**src/art_pkg.sv**
```systemverilog
// Package of constants, types and register layout for the antenna tuner
package art_pkg;

   // ==========================================================
   // Register byte offsets
   localparam logic [7:0] ART_OFS_CMD     = 8'h00;
   localparam logic [7:0] ART_OFS_CAL     = 8'h04;
   localparam logic [7:0] ART_OFS_EXTTRIM = 8'h08;
   localparam logic [7:0] ART_OFS_ADC     = 8'h0c;
   localparam logic [7:0] ART_OFS_STAT    = 8'h10;
   localparam logic [7:0] ART_OFS_IRQ     = 8'h14;
   localparam logic [7:0] ART_OFS_MASK    = 8'h18;

   // ==========================================================
   // Field positions
   localparam int ART_CMD_CHECK_BIT  = 0;
   localparam int ART_CMD_CAL_BIT    = 1;
   localparam int ART_CAL_ERR_BIT    = 4;
   localparam int ART_EXT_SEL_BIT    = 4;
   localparam int ART_STAT_BUSY_BIT  = 0;
   localparam int ART_STAT_COMP_BIT  = 1;
   localparam int ART_IRQ_CAL_BIT    = 0;
   localparam int ART_IRQ_CHK_BIT    = 1;
   localparam int ART_IRQ_ERR_BIT    = 2;

   // ==========================================================
   // Widths and reset values
   localparam int ART_TRIM_W = 4;
   localparam int ART_ADC_W  = 8;
   localparam int ART_IRQ_W  = 3;
   localparam logic [ART_TRIM_W-1:0] ART_TRIM_RST = 4'h0;
   localparam logic [ART_IRQ_W-1:0]  ART_MASK_RST = 3'h0;

   // ==========================================================
   // Tuning figures
   localparam int ART_CLK_MHZ      = 100;
   localparam int ART_SETTLE_US    = 10;
   localparam int ART_SETTLE_CYC   = ART_SETTLE_US * ART_CLK_MHZ;
   localparam logic [ART_ADC_W-1:0] ART_MID_HI = 8'h80;
   localparam logic [ART_ADC_W-1:0] ART_MID_LO = 8'h7f;

   // ==========================================================
   // Types
   typedef enum logic [2:0] {
      ART_IDLE   = 3'b000,
      ART_CHK    = 3'b001,
      ART_CAL0   = 3'b010,
      ART_CALW   = 3'b011,
      ART_CALS   = 3'b100
   } art_state_e;

   typedef struct packed {
      logic                  cyc;
      logic                  stb;
      logic                  we;
      logic [3:0]            sel;
      logic [7:0]            adr;
      logic [31:0]           dat;
   } art_wb_req_s;

   typedef struct packed {
      logic                  ack;
      logic [31:0]           dat;
   } art_wb_rsp_s;

   typedef struct packed {
      logic                  start;
      logic                  done;
      logic [ART_ADC_W-1:0]  data;
   } art_adc_s;

endpackage : art_pkg

```
**src/art_settle_timer.sv**
```systemverilog
// Settle timer counting the wait before each comparator sample
`timescale 1ns/10ps
module art_settle_timer
   import art_pkg::*;
#(
   parameter int CYCLES = ART_SETTLE_CYC
) (
   // Clock and reset
   input  wire logic clk_in,
   input  wire logic rst_in,
   // Control
   input  wire logic start_in,
   output logic      done_out
);
   // ==========================================================
   // State
   typedef struct packed {
      logic [15:0] cnt;
      logic        run;
      logic        done;
   } art_tmr_s;

   art_tmr_s s_q, s_d;

   always_comb begin
      s_d      = s_q;
      s_d.done = 1'b0;
      if (start_in) begin
         s_d.run = 1'b1;
         s_d.cnt = 16'(CYCLES - 1);
      end else if (s_q.run) begin
         if (s_q.cnt == 16'h0000) begin
            s_d.run  = 1'b0;
            s_d.done = 1'b1;
         end else begin
            s_d.cnt = s_q.cnt - 16'h0001;
         end
      end
   end

   always_ff @(posedge clk_in) begin
      if (rst_in) begin
         s_q <= '0;
      end else begin
         s_q <= s_d;
      end
   end

   assign done_out = s_q.done;
endmodule // art_settle_timer

```
**src/art_wb_slave.sv**
```systemverilog
// Classic Wishbone slave front end: one-cycle ack pulse per request
`timescale 1ns/10ps
module art_wb_slave
   import art_pkg::*;
(
   // Clock and reset
   input  wire logic        clk_in,
   input  wire logic        rst_in,
   // Bus request
   input  wire art_wb_req_s req_in,
   // Decoded access strobes
   output logic             wr_out,
   output logic             rd_out,
   output logic             ack_out
);
   // ==========================================================
   // State
   typedef struct packed {
      logic ack;
   } art_wbs_s;

   art_wbs_s s_q, s_d;
   logic     hit;

   // Ack falls after one cycle and blocks the next; a request still held is taken again every other cycle
   always_comb begin
      hit     = req_in.cyc && req_in.stb && !s_q.ack;
      s_d.ack = hit;
   end

   always_ff @(posedge clk_in) begin
      if (rst_in) begin
         s_q <= '0;
      end else begin
         s_q <= s_d;
      end
   end

   assign wr_out  = hit && req_in.we;
   assign rd_out  = hit && !req_in.we;
   assign ack_out = s_q.ack;
endmodule // art_wb_slave

```
**src/art_tuner.sv**
```systemverilog
// Antenna resonance tuner: check, automatic trim search, external trim
//
// Summary of operation
// Phase detector compares drive and sense signals; 90 deg means tuned.
// Check command routes phase output to ADC, relative mode, 0.468 deg/LSB.
// Tuned antenna converts to mid-range, 0x80 or 0x7f.
// Result above 0x80 means resonance high; below 0x7f means low.
// Equal-weight switches of both pad groups share one control bit.
// Calibration uses comparator: high above target, low below.
// Calibration starts with every trim switch off.
// Comparator low at start sets error flag and ends calibration.
// Comparator high: step code up from LSB, resample 10 us later.
// Stop on comparator low; keep that code as the result.
// All switches on and comparator still high sets error flag.
// Readable result holds four switch states and error flag.
// External select high drives switches from host trim code; here the search code still drives them during calibration.
// Host may trim externally using checks or amplitude readings.
// Code and error flag hold until next calibration or reset.
`timescale 1ns/10ps
module art_tuner
   import art_pkg::*;
#(
   parameter int SETTLE_CYC = ART_SETTLE_CYC
) (
   // Clock and reset
   input  wire logic                  REF_CLK_IN,
   input  wire logic                  SYS_RST_IN,
   // Wishbone
   input  wire logic                  WB_CYC_IN,
   input  wire logic                  WB_STB_IN,
   input  wire logic                  WB_WE_IN,
   input  wire logic [3:0]            WB_SEL_IN,
   input  wire logic [7:0]            WB_ADR_IN,
   input  wire logic [31:0]           WB_DAT_IN,
   output logic [31:0]                WB_DAT_OUT,
   output logic                       WB_ACK_OUT,
   // Phase detector analog interface
   input  wire logic                  PHASE_COMP_IN,
   output logic                       ADC_PHASE_SEL_OUT,
   output logic                       ADC_REL_MODE_OUT,
   output logic                       ADC_START_OUT,
   input  wire logic                  ADC_DONE_IN,
   input  wire logic [ART_ADC_W-1:0]  ADC_DATA_IN,
   // Trim pads
   output logic [ART_TRIM_W-1:0]      TRIM_GROUP_A_SWITCHES_OUT,
   output logic [ART_TRIM_W-1:0]      TRIM_GROUP_B_SWITCHES_OUT,
   // Interrupt
   output logic                       IRQ_OUT
);
   // ==========================================================
   // Bus front end
   art_wb_req_s req;
   art_adc_s    adc;
   logic        bus_wr;
   logic        bus_rd;
   logic        bus_ack;
   logic        tmr_start;
   logic        tmr_done;

   always_comb begin
      req.cyc   = WB_CYC_IN;
      req.stb   = WB_STB_IN;
      req.we    = WB_WE_IN;
      req.sel   = WB_SEL_IN;
      req.adr   = WB_ADR_IN;
      req.dat   = WB_DAT_IN;
      adc.start = 1'b0;
      adc.done  = ADC_DONE_IN;
      adc.data  = ADC_DATA_IN;
   end

   art_wb_slave u_bus (
      .clk_in  (REF_CLK_IN),
      .rst_in  (SYS_RST_IN),
      .req_in  (req),
      .wr_out  (bus_wr),
      .rd_out  (bus_rd),
      .ack_out (bus_ack)
   );

   art_settle_timer #(
      .CYCLES (SETTLE_CYC)
   ) u_tmr (
      .clk_in   (REF_CLK_IN),
      .rst_in   (SYS_RST_IN),
      .start_in (tmr_start),
      .done_out (tmr_done)
   );

   // ==========================================================
   // State
   typedef struct packed {
      art_state_e              st;
      logic [ART_TRIM_W-1:0]   code;
      logic [ART_TRIM_W-1:0]   cal_code;
      logic                    cal_err;
      logic [ART_TRIM_W-1:0]   ext_code;
      logic                    ext_sel;
      logic [ART_ADC_W-1:0]    adc_res;
      logic [ART_IRQ_W-1:0]    irq;
      logic [ART_IRQ_W-1:0]    mask;
      logic                    adc_start;
      logic                    tmr_go;
      logic [ART_TRIM_W-1:0]   sw;
      logic                    irq_out;
      logic [31:0]             rdat;
      logic                    comp;
      logic                    route;
   } art_top_s;

   art_top_s s_q, s_d;
   logic [ART_IRQ_W-1:0] ev;
   logic                 lane0;
   logic                 is_hi;
   logic                 is_lo;
   logic                 cmd_cal;
   logic                 cmd_chk;
   logic                 wr_ext;
   logic                 wr_mask;
   logic                 wr_irq;
   logic                 in_cal;

   always_comb begin
      s_d           = s_q;
      ev            = '0;
      s_d.adc_start = 1'b0;
      s_d.tmr_go    = 1'b0;
      s_d.comp      = PHASE_COMP_IN;
      lane0         = bus_wr && WB_SEL_IN[0];
      // Above/below classification of the latest check result
      is_hi = s_q.adc_res > ART_MID_HI;
      is_lo = s_q.adc_res < ART_MID_LO;

      // =======================================================
      // Access decode; calibrate wins when both command bits are set
      cmd_cal = lane0 && WB_ADR_IN == ART_OFS_CMD &&
                WB_DAT_IN[ART_CMD_CAL_BIT];
      cmd_chk = lane0 && WB_ADR_IN == ART_OFS_CMD &&
                WB_DAT_IN[ART_CMD_CHECK_BIT] && !cmd_cal;
      wr_ext  = lane0 && WB_ADR_IN == ART_OFS_EXTTRIM;
      wr_mask = lane0 && WB_ADR_IN == ART_OFS_MASK;
      wr_irq  = lane0 && WB_ADR_IN == ART_OFS_IRQ;
      // Search code owns the pads for the whole calibration
      in_cal  = s_q.st == ART_CAL0 || s_q.st == ART_CALW ||
                s_q.st == ART_CALS;

      // =======================================================
      // Sequencer
      case (s_q.st)
         ART_IDLE: begin
            if (cmd_cal) begin
               s_d.code   = '0;
               s_d.tmr_go = 1'b1;
               s_d.st     = ART_CAL0;
            end else if (cmd_chk) begin
               s_d.adc_start = 1'b1;
               s_d.st        = ART_CHK;
            end
         end
         ART_CHK: begin
            // Phase output sits on ADC in relative mode; see
            if (adc.done) begin
               s_d.adc_res = adc.data;
               ev[ART_IRQ_CHK_BIT] = 1'b1;
               s_d.st = ART_IDLE;
            end
         end
         ART_CAL0: begin
            // Initial sample after switches settle open
            if (tmr_done) begin
               if (!s_q.comp) begin
                  s_d.cal_code = '0;
                  s_d.cal_err  = 1'b1;
                  ev[ART_IRQ_ERR_BIT] = 1'b1;
                  ev[ART_IRQ_CAL_BIT] = 1'b1;
                  s_d.st = ART_IDLE;
               end else begin
                  s_d.code   = s_q.code + 4'h1;
                  s_d.tmr_go = 1'b1;
                  s_d.st     = ART_CALW;
               end
            end
         end
         ART_CALW: begin
            if (tmr_done) begin
               s_d.st = ART_CALS;
            end
         end
         ART_CALS: begin
            if (!s_q.comp) begin
               s_d.cal_code = s_q.code;
               s_d.cal_err  = 1'b0;
               ev[ART_IRQ_CAL_BIT] = 1'b1;
               s_d.st = ART_IDLE;
            end else if (&s_q.code) begin
               s_d.cal_code = s_q.code;
               s_d.cal_err  = 1'b1;
               ev[ART_IRQ_ERR_BIT] = 1'b1;
               ev[ART_IRQ_CAL_BIT] = 1'b1;
               s_d.st = ART_IDLE;
            end else begin
               s_d.code   = s_q.code + 4'h1;
               s_d.tmr_go = 1'b1;
               s_d.st     = ART_CALW;
            end
         end
         default: begin
            s_d.st = ART_IDLE;
         end
      endcase

      // =======================================================
      // Register writes
      if (wr_ext) begin
         s_d.ext_code = WB_DAT_IN[ART_TRIM_W-1:0];
         s_d.ext_sel  = WB_DAT_IN[ART_EXT_SEL_BIT];
      end
      if (wr_mask) begin
         s_d.mask = WB_DAT_IN[ART_IRQ_W-1:0];
      end
      // Write one clears; a new event in the same cycle wins
      if (wr_irq) begin
         s_d.irq = s_q.irq & ~WB_DAT_IN[ART_IRQ_W-1:0];
      end
      s_d.irq = s_d.irq | ev;
      s_d.irq_out = |(s_d.irq & s_d.mask);
      // Phase detector stays on the converter until the result lands
      s_d.route   = (s_d.st == ART_CHK);

      // =======================================================
      // Switch drive: search code while calibrating, else host code if selected, else result
      if (in_cal) begin
         s_d.sw = s_d.code;
      end else if (s_d.ext_sel) begin
         s_d.sw = s_d.ext_code;
      end else begin
         s_d.sw = s_d.cal_code;
      end

      // =======================================================
      // Read mux
      s_d.rdat = '0;
      if (bus_rd) begin
         case (WB_ADR_IN)
            ART_OFS_CAL: begin
               s_d.rdat[ART_TRIM_W-1:0]  = s_q.cal_code;
               s_d.rdat[ART_CAL_ERR_BIT] = s_q.cal_err;
            end
            ART_OFS_EXTTRIM: begin
               s_d.rdat[ART_TRIM_W-1:0]  = s_q.ext_code;
               s_d.rdat[ART_EXT_SEL_BIT] = s_q.ext_sel;
            end
            ART_OFS_ADC: begin
               s_d.rdat[ART_ADC_W-1:0] = s_q.adc_res;
               s_d.rdat[ART_ADC_W]     = is_hi;
               s_d.rdat[ART_ADC_W+1]   = is_lo;
            end
            ART_OFS_STAT: begin
               s_d.rdat[ART_STAT_BUSY_BIT] = (s_q.st != ART_IDLE);
               s_d.rdat[ART_STAT_COMP_BIT] = s_q.comp;
            end
            ART_OFS_IRQ: begin
               s_d.rdat[ART_IRQ_W-1:0] = s_q.irq;
            end
            ART_OFS_MASK: begin
               s_d.rdat[ART_IRQ_W-1:0] = s_q.mask;
            end
            default: begin
               s_d.rdat = '0;
            end
         endcase
      end
   end

   always_ff @(posedge REF_CLK_IN) begin
      if (SYS_RST_IN) begin
         s_q          <= '0;
         s_q.st       <= ART_IDLE;
         s_q.code     <= ART_TRIM_RST;
         s_q.cal_code <= ART_TRIM_RST;
         s_q.mask     <= ART_MASK_RST;
      end else begin
         s_q <= s_d;
      end
   end

   // ==========================================================
   // Outputs, all registered
   assign tmr_start                 = s_q.tmr_go;
   assign WB_ACK_OUT                = bus_ack;
   assign WB_DAT_OUT                = s_q.rdat;
   assign ADC_PHASE_SEL_OUT         = s_q.route;
   assign ADC_REL_MODE_OUT          = s_q.route;
   assign ADC_START_OUT             = s_q.adc_start;
   assign IRQ_OUT                   = s_q.irq_out;

   // ==========================================================
   // Pad drive: one control bit per binary weight feeds both groups,
   // so the two pad groups can never disagree
   for (genvar w = 0; w < ART_TRIM_W; w++) begin : g_weight
      assign TRIM_GROUP_A_SWITCHES_OUT[w] = s_q.sw[w];
      assign TRIM_GROUP_B_SWITCHES_OUT[w] = s_q.sw[w];
   end
endmodule // art_tuner

```
**config.mk**
```make
export PLATFORM = sky130hd
export DESIGN_NAME = art_tuner
export DESIGN_NICKNAME = d
export VERILOG_FILES = /design/src/art_pkg.sv /design/src/art_settle_timer.sv /design/src/art_wb_slave.sv /design/src/art_tuner.sv
export SDC_FILE = /design/constraint.sdc
export NUM_CORES = 1
export LEC_CHECK = 0
export BUFFER_PORTS_ARGS = -buffer_cell sky130_fd_sc_hd__buf_2
export CELL_PAD_IN_SITES_DETAIL_PLACEMENT = 0
export CELL_PAD_IN_SITES_GLOBAL_PLACEMENT = 2
export CORE_MARGIN = 2
export CORE_UTILIZATION = 33
export CTS_CLUSTER_SIZE = 28
export DETAILED_ROUTE_END_ITERATION = 6
export PLACE_DENSITY_LB_ADDON = 0.1
export REMOVE_ABC_BUFFERS = 1
export SYNTH_ARGS = -nofsm -noshare
export SYNTH_HDL_FRONTEND = slang
export SYNTH_SLANG_ARGS = --single-unit
export TNS_END_PERCENT = 10
```
**constraint.sdc**
```tcl
create_clock -name REF_CLK_IN -period 4.7 [get_ports REF_CLK_IN]
set_clock_uncertainty 0.15 [all_clocks]
set_input_delay 0.47 -clock REF_CLK_IN [delete_from_list [all_inputs] [get_ports REF_CLK_IN]]
set_output_delay 0.47 -clock REF_CLK_IN [all_outputs]
set_load 0.005 [all_outputs]
```
# After elaboration in Yosys (flattened, before gate mapping)
# Cells that the tools add are included.
# classes
eq_ne,15
n_reduce_logical,34
n_lt_le_gt_ge,2
n_bitwise,9
n_mux,46
addsub,2
# op_table
op,count
8-bit by 5-bit equality test with 1-bit output (second input constant),3
12-bit 2-to-1 mux,2
4-bit 2-to-1 mux,6
5-bit 2-to-1 mux,4
3-bit 2-to-1 mux,6
8-bit by 4-bit equality test with 1-bit output (second input constant),2
16-bit logical NOT,1
16-bit by 1-bit subtractor with 16-bit output (second input constant),1
3-bit case mux with 5 select lines,1
1-bit 2-to-1 mux,13
1-bit logical AND,12
2-bit case mux with 6 select lines,1
4-bit case mux with 3 select lines,1
3-bit OR reduction,4
11-bit 2-to-1 mux,1
10-bit 2-to-1 mux,1
5-bit case mux with 2 select lines,1
8-bit by 3-bit equality test with 1-bit output (second input constant),1
8-bit > comparator (second input constant),1
8-bit logical NOT,1
8-bit by 7-bit less-than comparator with 1-bit output (second input constant),1
2-bit 2-to-1 mux,4
4-bit AND reduction,2
3-bit AND,2
other kinds (21),36
# totals
reg_bits,91
word_cells,131
input_bits,59

# Longest topological paths before layout
# logic_depth
ltp_word,12
mapped_depth,8

# By module
# A second synthesis with hierarchy kept.
# unflattened
cells_unflattened,445
area_unflattened_um2,3732.3
# modules_own_cells
module,cells_each,n_inst,area_per_inst_um2,seq_area_each_um2
art_tuner,328,1,2683.8,1001.0
art_settle_timer,113,1,992.2,360.3
art_wb_slave,4,1,56.3,20.0

# Worst setup path before layout
# Ideal clock, no wire load.
# synth_path
path_kind,in2reg
startpoint,in WB_ADR_IN[5]
endpoint,reg s_q (netlist bit TRIM_GROUP_A_SWITCHES_OUT[2])
setup_slack_ps,2309
required_time_ps,4433
setup_ps,117
t_arrival_ps,2123
cell_stages,6
path_cell_list,or4_1 > buf_2 > nor4_4 > mux2i_1 > nand2_1 > a32o_1
# synth_between
elab_chain_cells,6
word_cells_on_any_way,10
# synth_lines
element,line,source
start: declaration,art_tuner.sv:33,"input wire logic [7:0] WB_ADR_IN,"
8-bit logical NOT,art_tuner.sv:136,cmd_cal = lane0 && WB_ADR_IN == ART_OFS_CMD &&
1-bit logical AND (2 in a row),art_tuner.sv:136,
4-bit 2-to-1 mux,art_tuner.sv:151,if (cmd_cal) begin
4-bit case mux with 3 select lines,art_tuner.sv:149,case (s_q.st)
4-bit 2-to-1 mux *,art_tuner.sv:232,if (in_cal) begin
end: declaration,art_tuner.sv:111,"art_top_s s_q, s_d;"
# Every way passes the cells marked *; elsewhere a longest branch is shown, timed or not.
# A chain may end at the register's enable or synchronous reset.

# Final worst setup path
# Ends and elaborated chain as after synthesis.

==> key figures <==
Yosys
  – EDFF count, synth: 0
  – Post-synthesis simple-gate area fraction: 0.267
  – Post-synth ARST share: 0
  – Mapped Avg Cell Area: slightly below 9 µm²
  – Post-Synth XOR/XNOR Area: 0.0289
  – Synth Register Bits: 69
  – YS warnings: 0
  – Main combinational cell family by area after synthesis: simple AND/OR/NAND/NOR gates
  – Post-synthesis compound-gate area fraction: 0.137
  – Seq/Total Area, Yosys: 0.380
  – Synth unique cells: roughly 60
  – Mux cell area share after synthesis: 0.0578
  – Most common flop cell mapped by yosys: dfxtp_1
  – Synth Cell Area: 3630 µm²
  – Adder-Cell Fraction of Synth Area: 0.00688
  – Syn Inst Count: about 420

Final layout
  – Finished Layout Cells: about 590
  – Fin nets: ~500
  – Layout cells sized above 1: 0.204
  – Commonest non-fill, non-tap cell in the layout: dfxtp_1
  – Ant. Diodes: 0
  – Most frequent cells in the layout: dfxtp_1, buf_2, nor2_1, conb_1
  – Layout area overhead: 9.23%
  – Post-layout instance area: between 3000 and 4000 µm²

Floorplanning
  – Starting Density: 0.337
  – Die area: approximately 12,000 µm²
  – # IOs: about 100
  – # rows: 38
  – Die H: 109 µm
  – Core footprint: roughly 11,000 µm²
  – Chip Width: approximately 110 µm

Clock network
  – Post_cts resized: 0
  – Insertion delay to the later sink of the worst-skew pair: 0.35 ns
  – Clock buffer depth: 2
  – Clock transition at path regs: approximately 0.07 ns
  – Htree depth: 3
  – Hold Buf Count CTS: 0
  – CTS Buf Count: 9
  – Number of setup buffers added after CTS: 0
  – Clock Sinks: 69
  – CTS Root Cell: clkbuf_8
  – CTS tree: done

STA
  – Slew Viols, Final: 0
  – Final count of hold timing violations: 0
  – Tmin final: ~2.8 ns
  – Fmax: 357 MHz
  – Hold WS: approximately 0.18 ns
  – Setup TNS: 0 ns
  – RSZ-0062 raised after global routing: false
  – Final setup fails: 0
  – Tcrit/Tclk final: 0.596
  – Worst-Margin Slew: 1.10 ns
  – Rel. slew slack: 0.266

Setup path
  – Slowest CP cell: nor4_4
  – Largest fanout on the critical path: 15
  – Crit. End Element: register
  – Crit path launch type: input port
  – Worst path cell trace: buf_2 -> or4_1 -> nor4_4 -> mux2i_1 -> nand2_1 -> a32o_1
  – Req. time, crit path: ~4.8 ns
  – Crit path kind: in -> reg
  – Delay of the slowest cell on the worst path: ~0.85 ns
  – Crit path DAT: approximately 2.9 ns

Routing
  – First drt pass iteration count: 4
  – DR WL/cell: around 16 µm
  – DRC Markers: 0
  – Final wirelength: just over 9 mm
  – Iter 0 DRT Violations: between 100 and 150
  – Vias per inst: between 4 and 5
  – Antenna Violating Nets Remaining: 0
  – Vias: about 2,900

Global routing
  – Vias in the first global route: between 2,000 and 3,000
  – First-pass GRT wire length: roughly 15 mm
  – Largest net degree at the start of global routing: 32
  – Initial antenna violation count: 0
  – All-Layer GR Usage: 0.166
  – Grt total ovfl: 0

Placed design
  – Placed Area: ~3800 µm²
  – Placed insts: about 570
  – Dpl hpwl: ~6.8 mm
  – Final RePlAce weighted congestion: between 0.7 and 0.8
  – Port Buffer Count: between 50 and 60

Pwr
  – P per Cell Area: ~290 nW/µm²
  – LEAKAGE: roughly 1.5 nW
  – Peak supply drop: 0.115 mV
  – Design Power: approximately 1.2 mW

Worst hold path
  – Min-delay worst type: in -> reg

Run status
  – Outcome: complete, no violations

Run
  – # Max-Cap Violations: 0
sequential cells by signal, indices dropped and copies added (netlist names):
register and cells:
IRQ_OUT 1, tmr_start 1, u_tmr.s_q 17, ADC_PHASE_SEL_OUT 1, s_q 32, TRIM_GROUP_A_SWITCHES_OUT 4, u_tmr.done_out 1, WB_DAT_OUT 10
u_bus.ack_out 1, ADC_START_OUT 1
cells by family after synthesis:
| group | count (synthesis) |
|---|---|
| compound gates | 73 |
| flops | 69 |
| mux | 21 |
| other cells | 1 |
| fa+ha+maj | 2 |
| buf+inv | 71 |
| xor+xnor | 12 |
| simple gates | 167 |
Yosys cell counts (5+ instances only):
master    count  area (µm²)
clkbuf_1     11        41.3
inv_1        11        41.3
nand2b_1      8        50.1
or4_1         5        37.5
nor2_1       50         188
nor3_1        7        35.0
a22oi_1       8        60.1
nor4_1       11        68.8
xor2_1        9        78.8
a21boi_0      6        45.0
nand3b_1      5        37.5
and2_1        5        31.3
a31oi_1       7        43.8
dfxtp_1      69        1380
a21oi_1      16        80.1
mux2i_1      21         210
nand2_1      21        78.8
o21ai_0      10        50.1
nor3b_1       5        37.5
nand3_1       8        40.0
buf_4        41         308
layer usage:
metal,global-route usage,vias to the layer above,routed length (µm)
met4,0.0705,0,161
met1,0.235,1347,4620
li1,-,1472,-
met3,0.0251,11,382
met2,0.248,76,3970
met5,0,-,0
power by group:
| group | leakage (nW) | switching (mW) | internal [mW] |
|---|---|---|---|
| combinational | 0.862 | 0.0333 | 0.0169 |
| sequential | 0.556 | 0.00174 | 0.585 |
| clock | 0.106 | 0.238 | 0.288 |
path summary, 6_finish.rpt:
| path | from | endpoint | slack, ns | cells after the start |
|---|---|---|---|---|
| max | WB_ADR_IN[5] | TRIM_GROUP_A_SWITCHES_OUT[2]$_SDFF_PP0_ | 1.90 | 6 |
| min | PHASE_COMP_IN | s_q[1]$_SDFF_PP0_ | 0.18 | 2 |
| max reg2reg | u_bus.ack_out$_SDFF_PP0_ | TRIM_GROUP_A_SWITCHES_OUT[2]$_SDFF_PP0_ | 2.12 | 5 |
| min reg2reg | s_q[54]$_SDFFE_PP0P_ | WB_DAT_OUT[9]$_SDFF_PP0_ | 0.29 | 1 |
layout make-up:
cell class | count | area (µm²)
multi-input combinational | 297 | 1900
clock buffer | 13 | 169
tap | 140 | 175
inverter | 11 | 41.3
clock inverter | 3 | 42.5
sequential | 69 | 1380
timing repair buffer | 52 | 263
fill | 1161 | 6820
critical path, delay by kind of cell:
kind	cells	cell delay [ns]
AOI/OAI and AO/OA	1	0.27
and+or+nand+nor	3	1.66
buffers and inverters	1	0.10
muxes	1	0.39
per-stage QoR:
| stage | utilization | worst slack [ns] |
|---|---|---|
| after floorplan | - | 1.96 |
| after global placement | 0.348 | 1.54 |
| after detailed placement | 0.348 | 1.53 |
| after CTS | 0.368 | 1.90 |
| after global routing | 0.368 | 1.65 |
| final | 0.368 | 1.90 |
No activity file was read; power rests on OpenSTA's default activity.
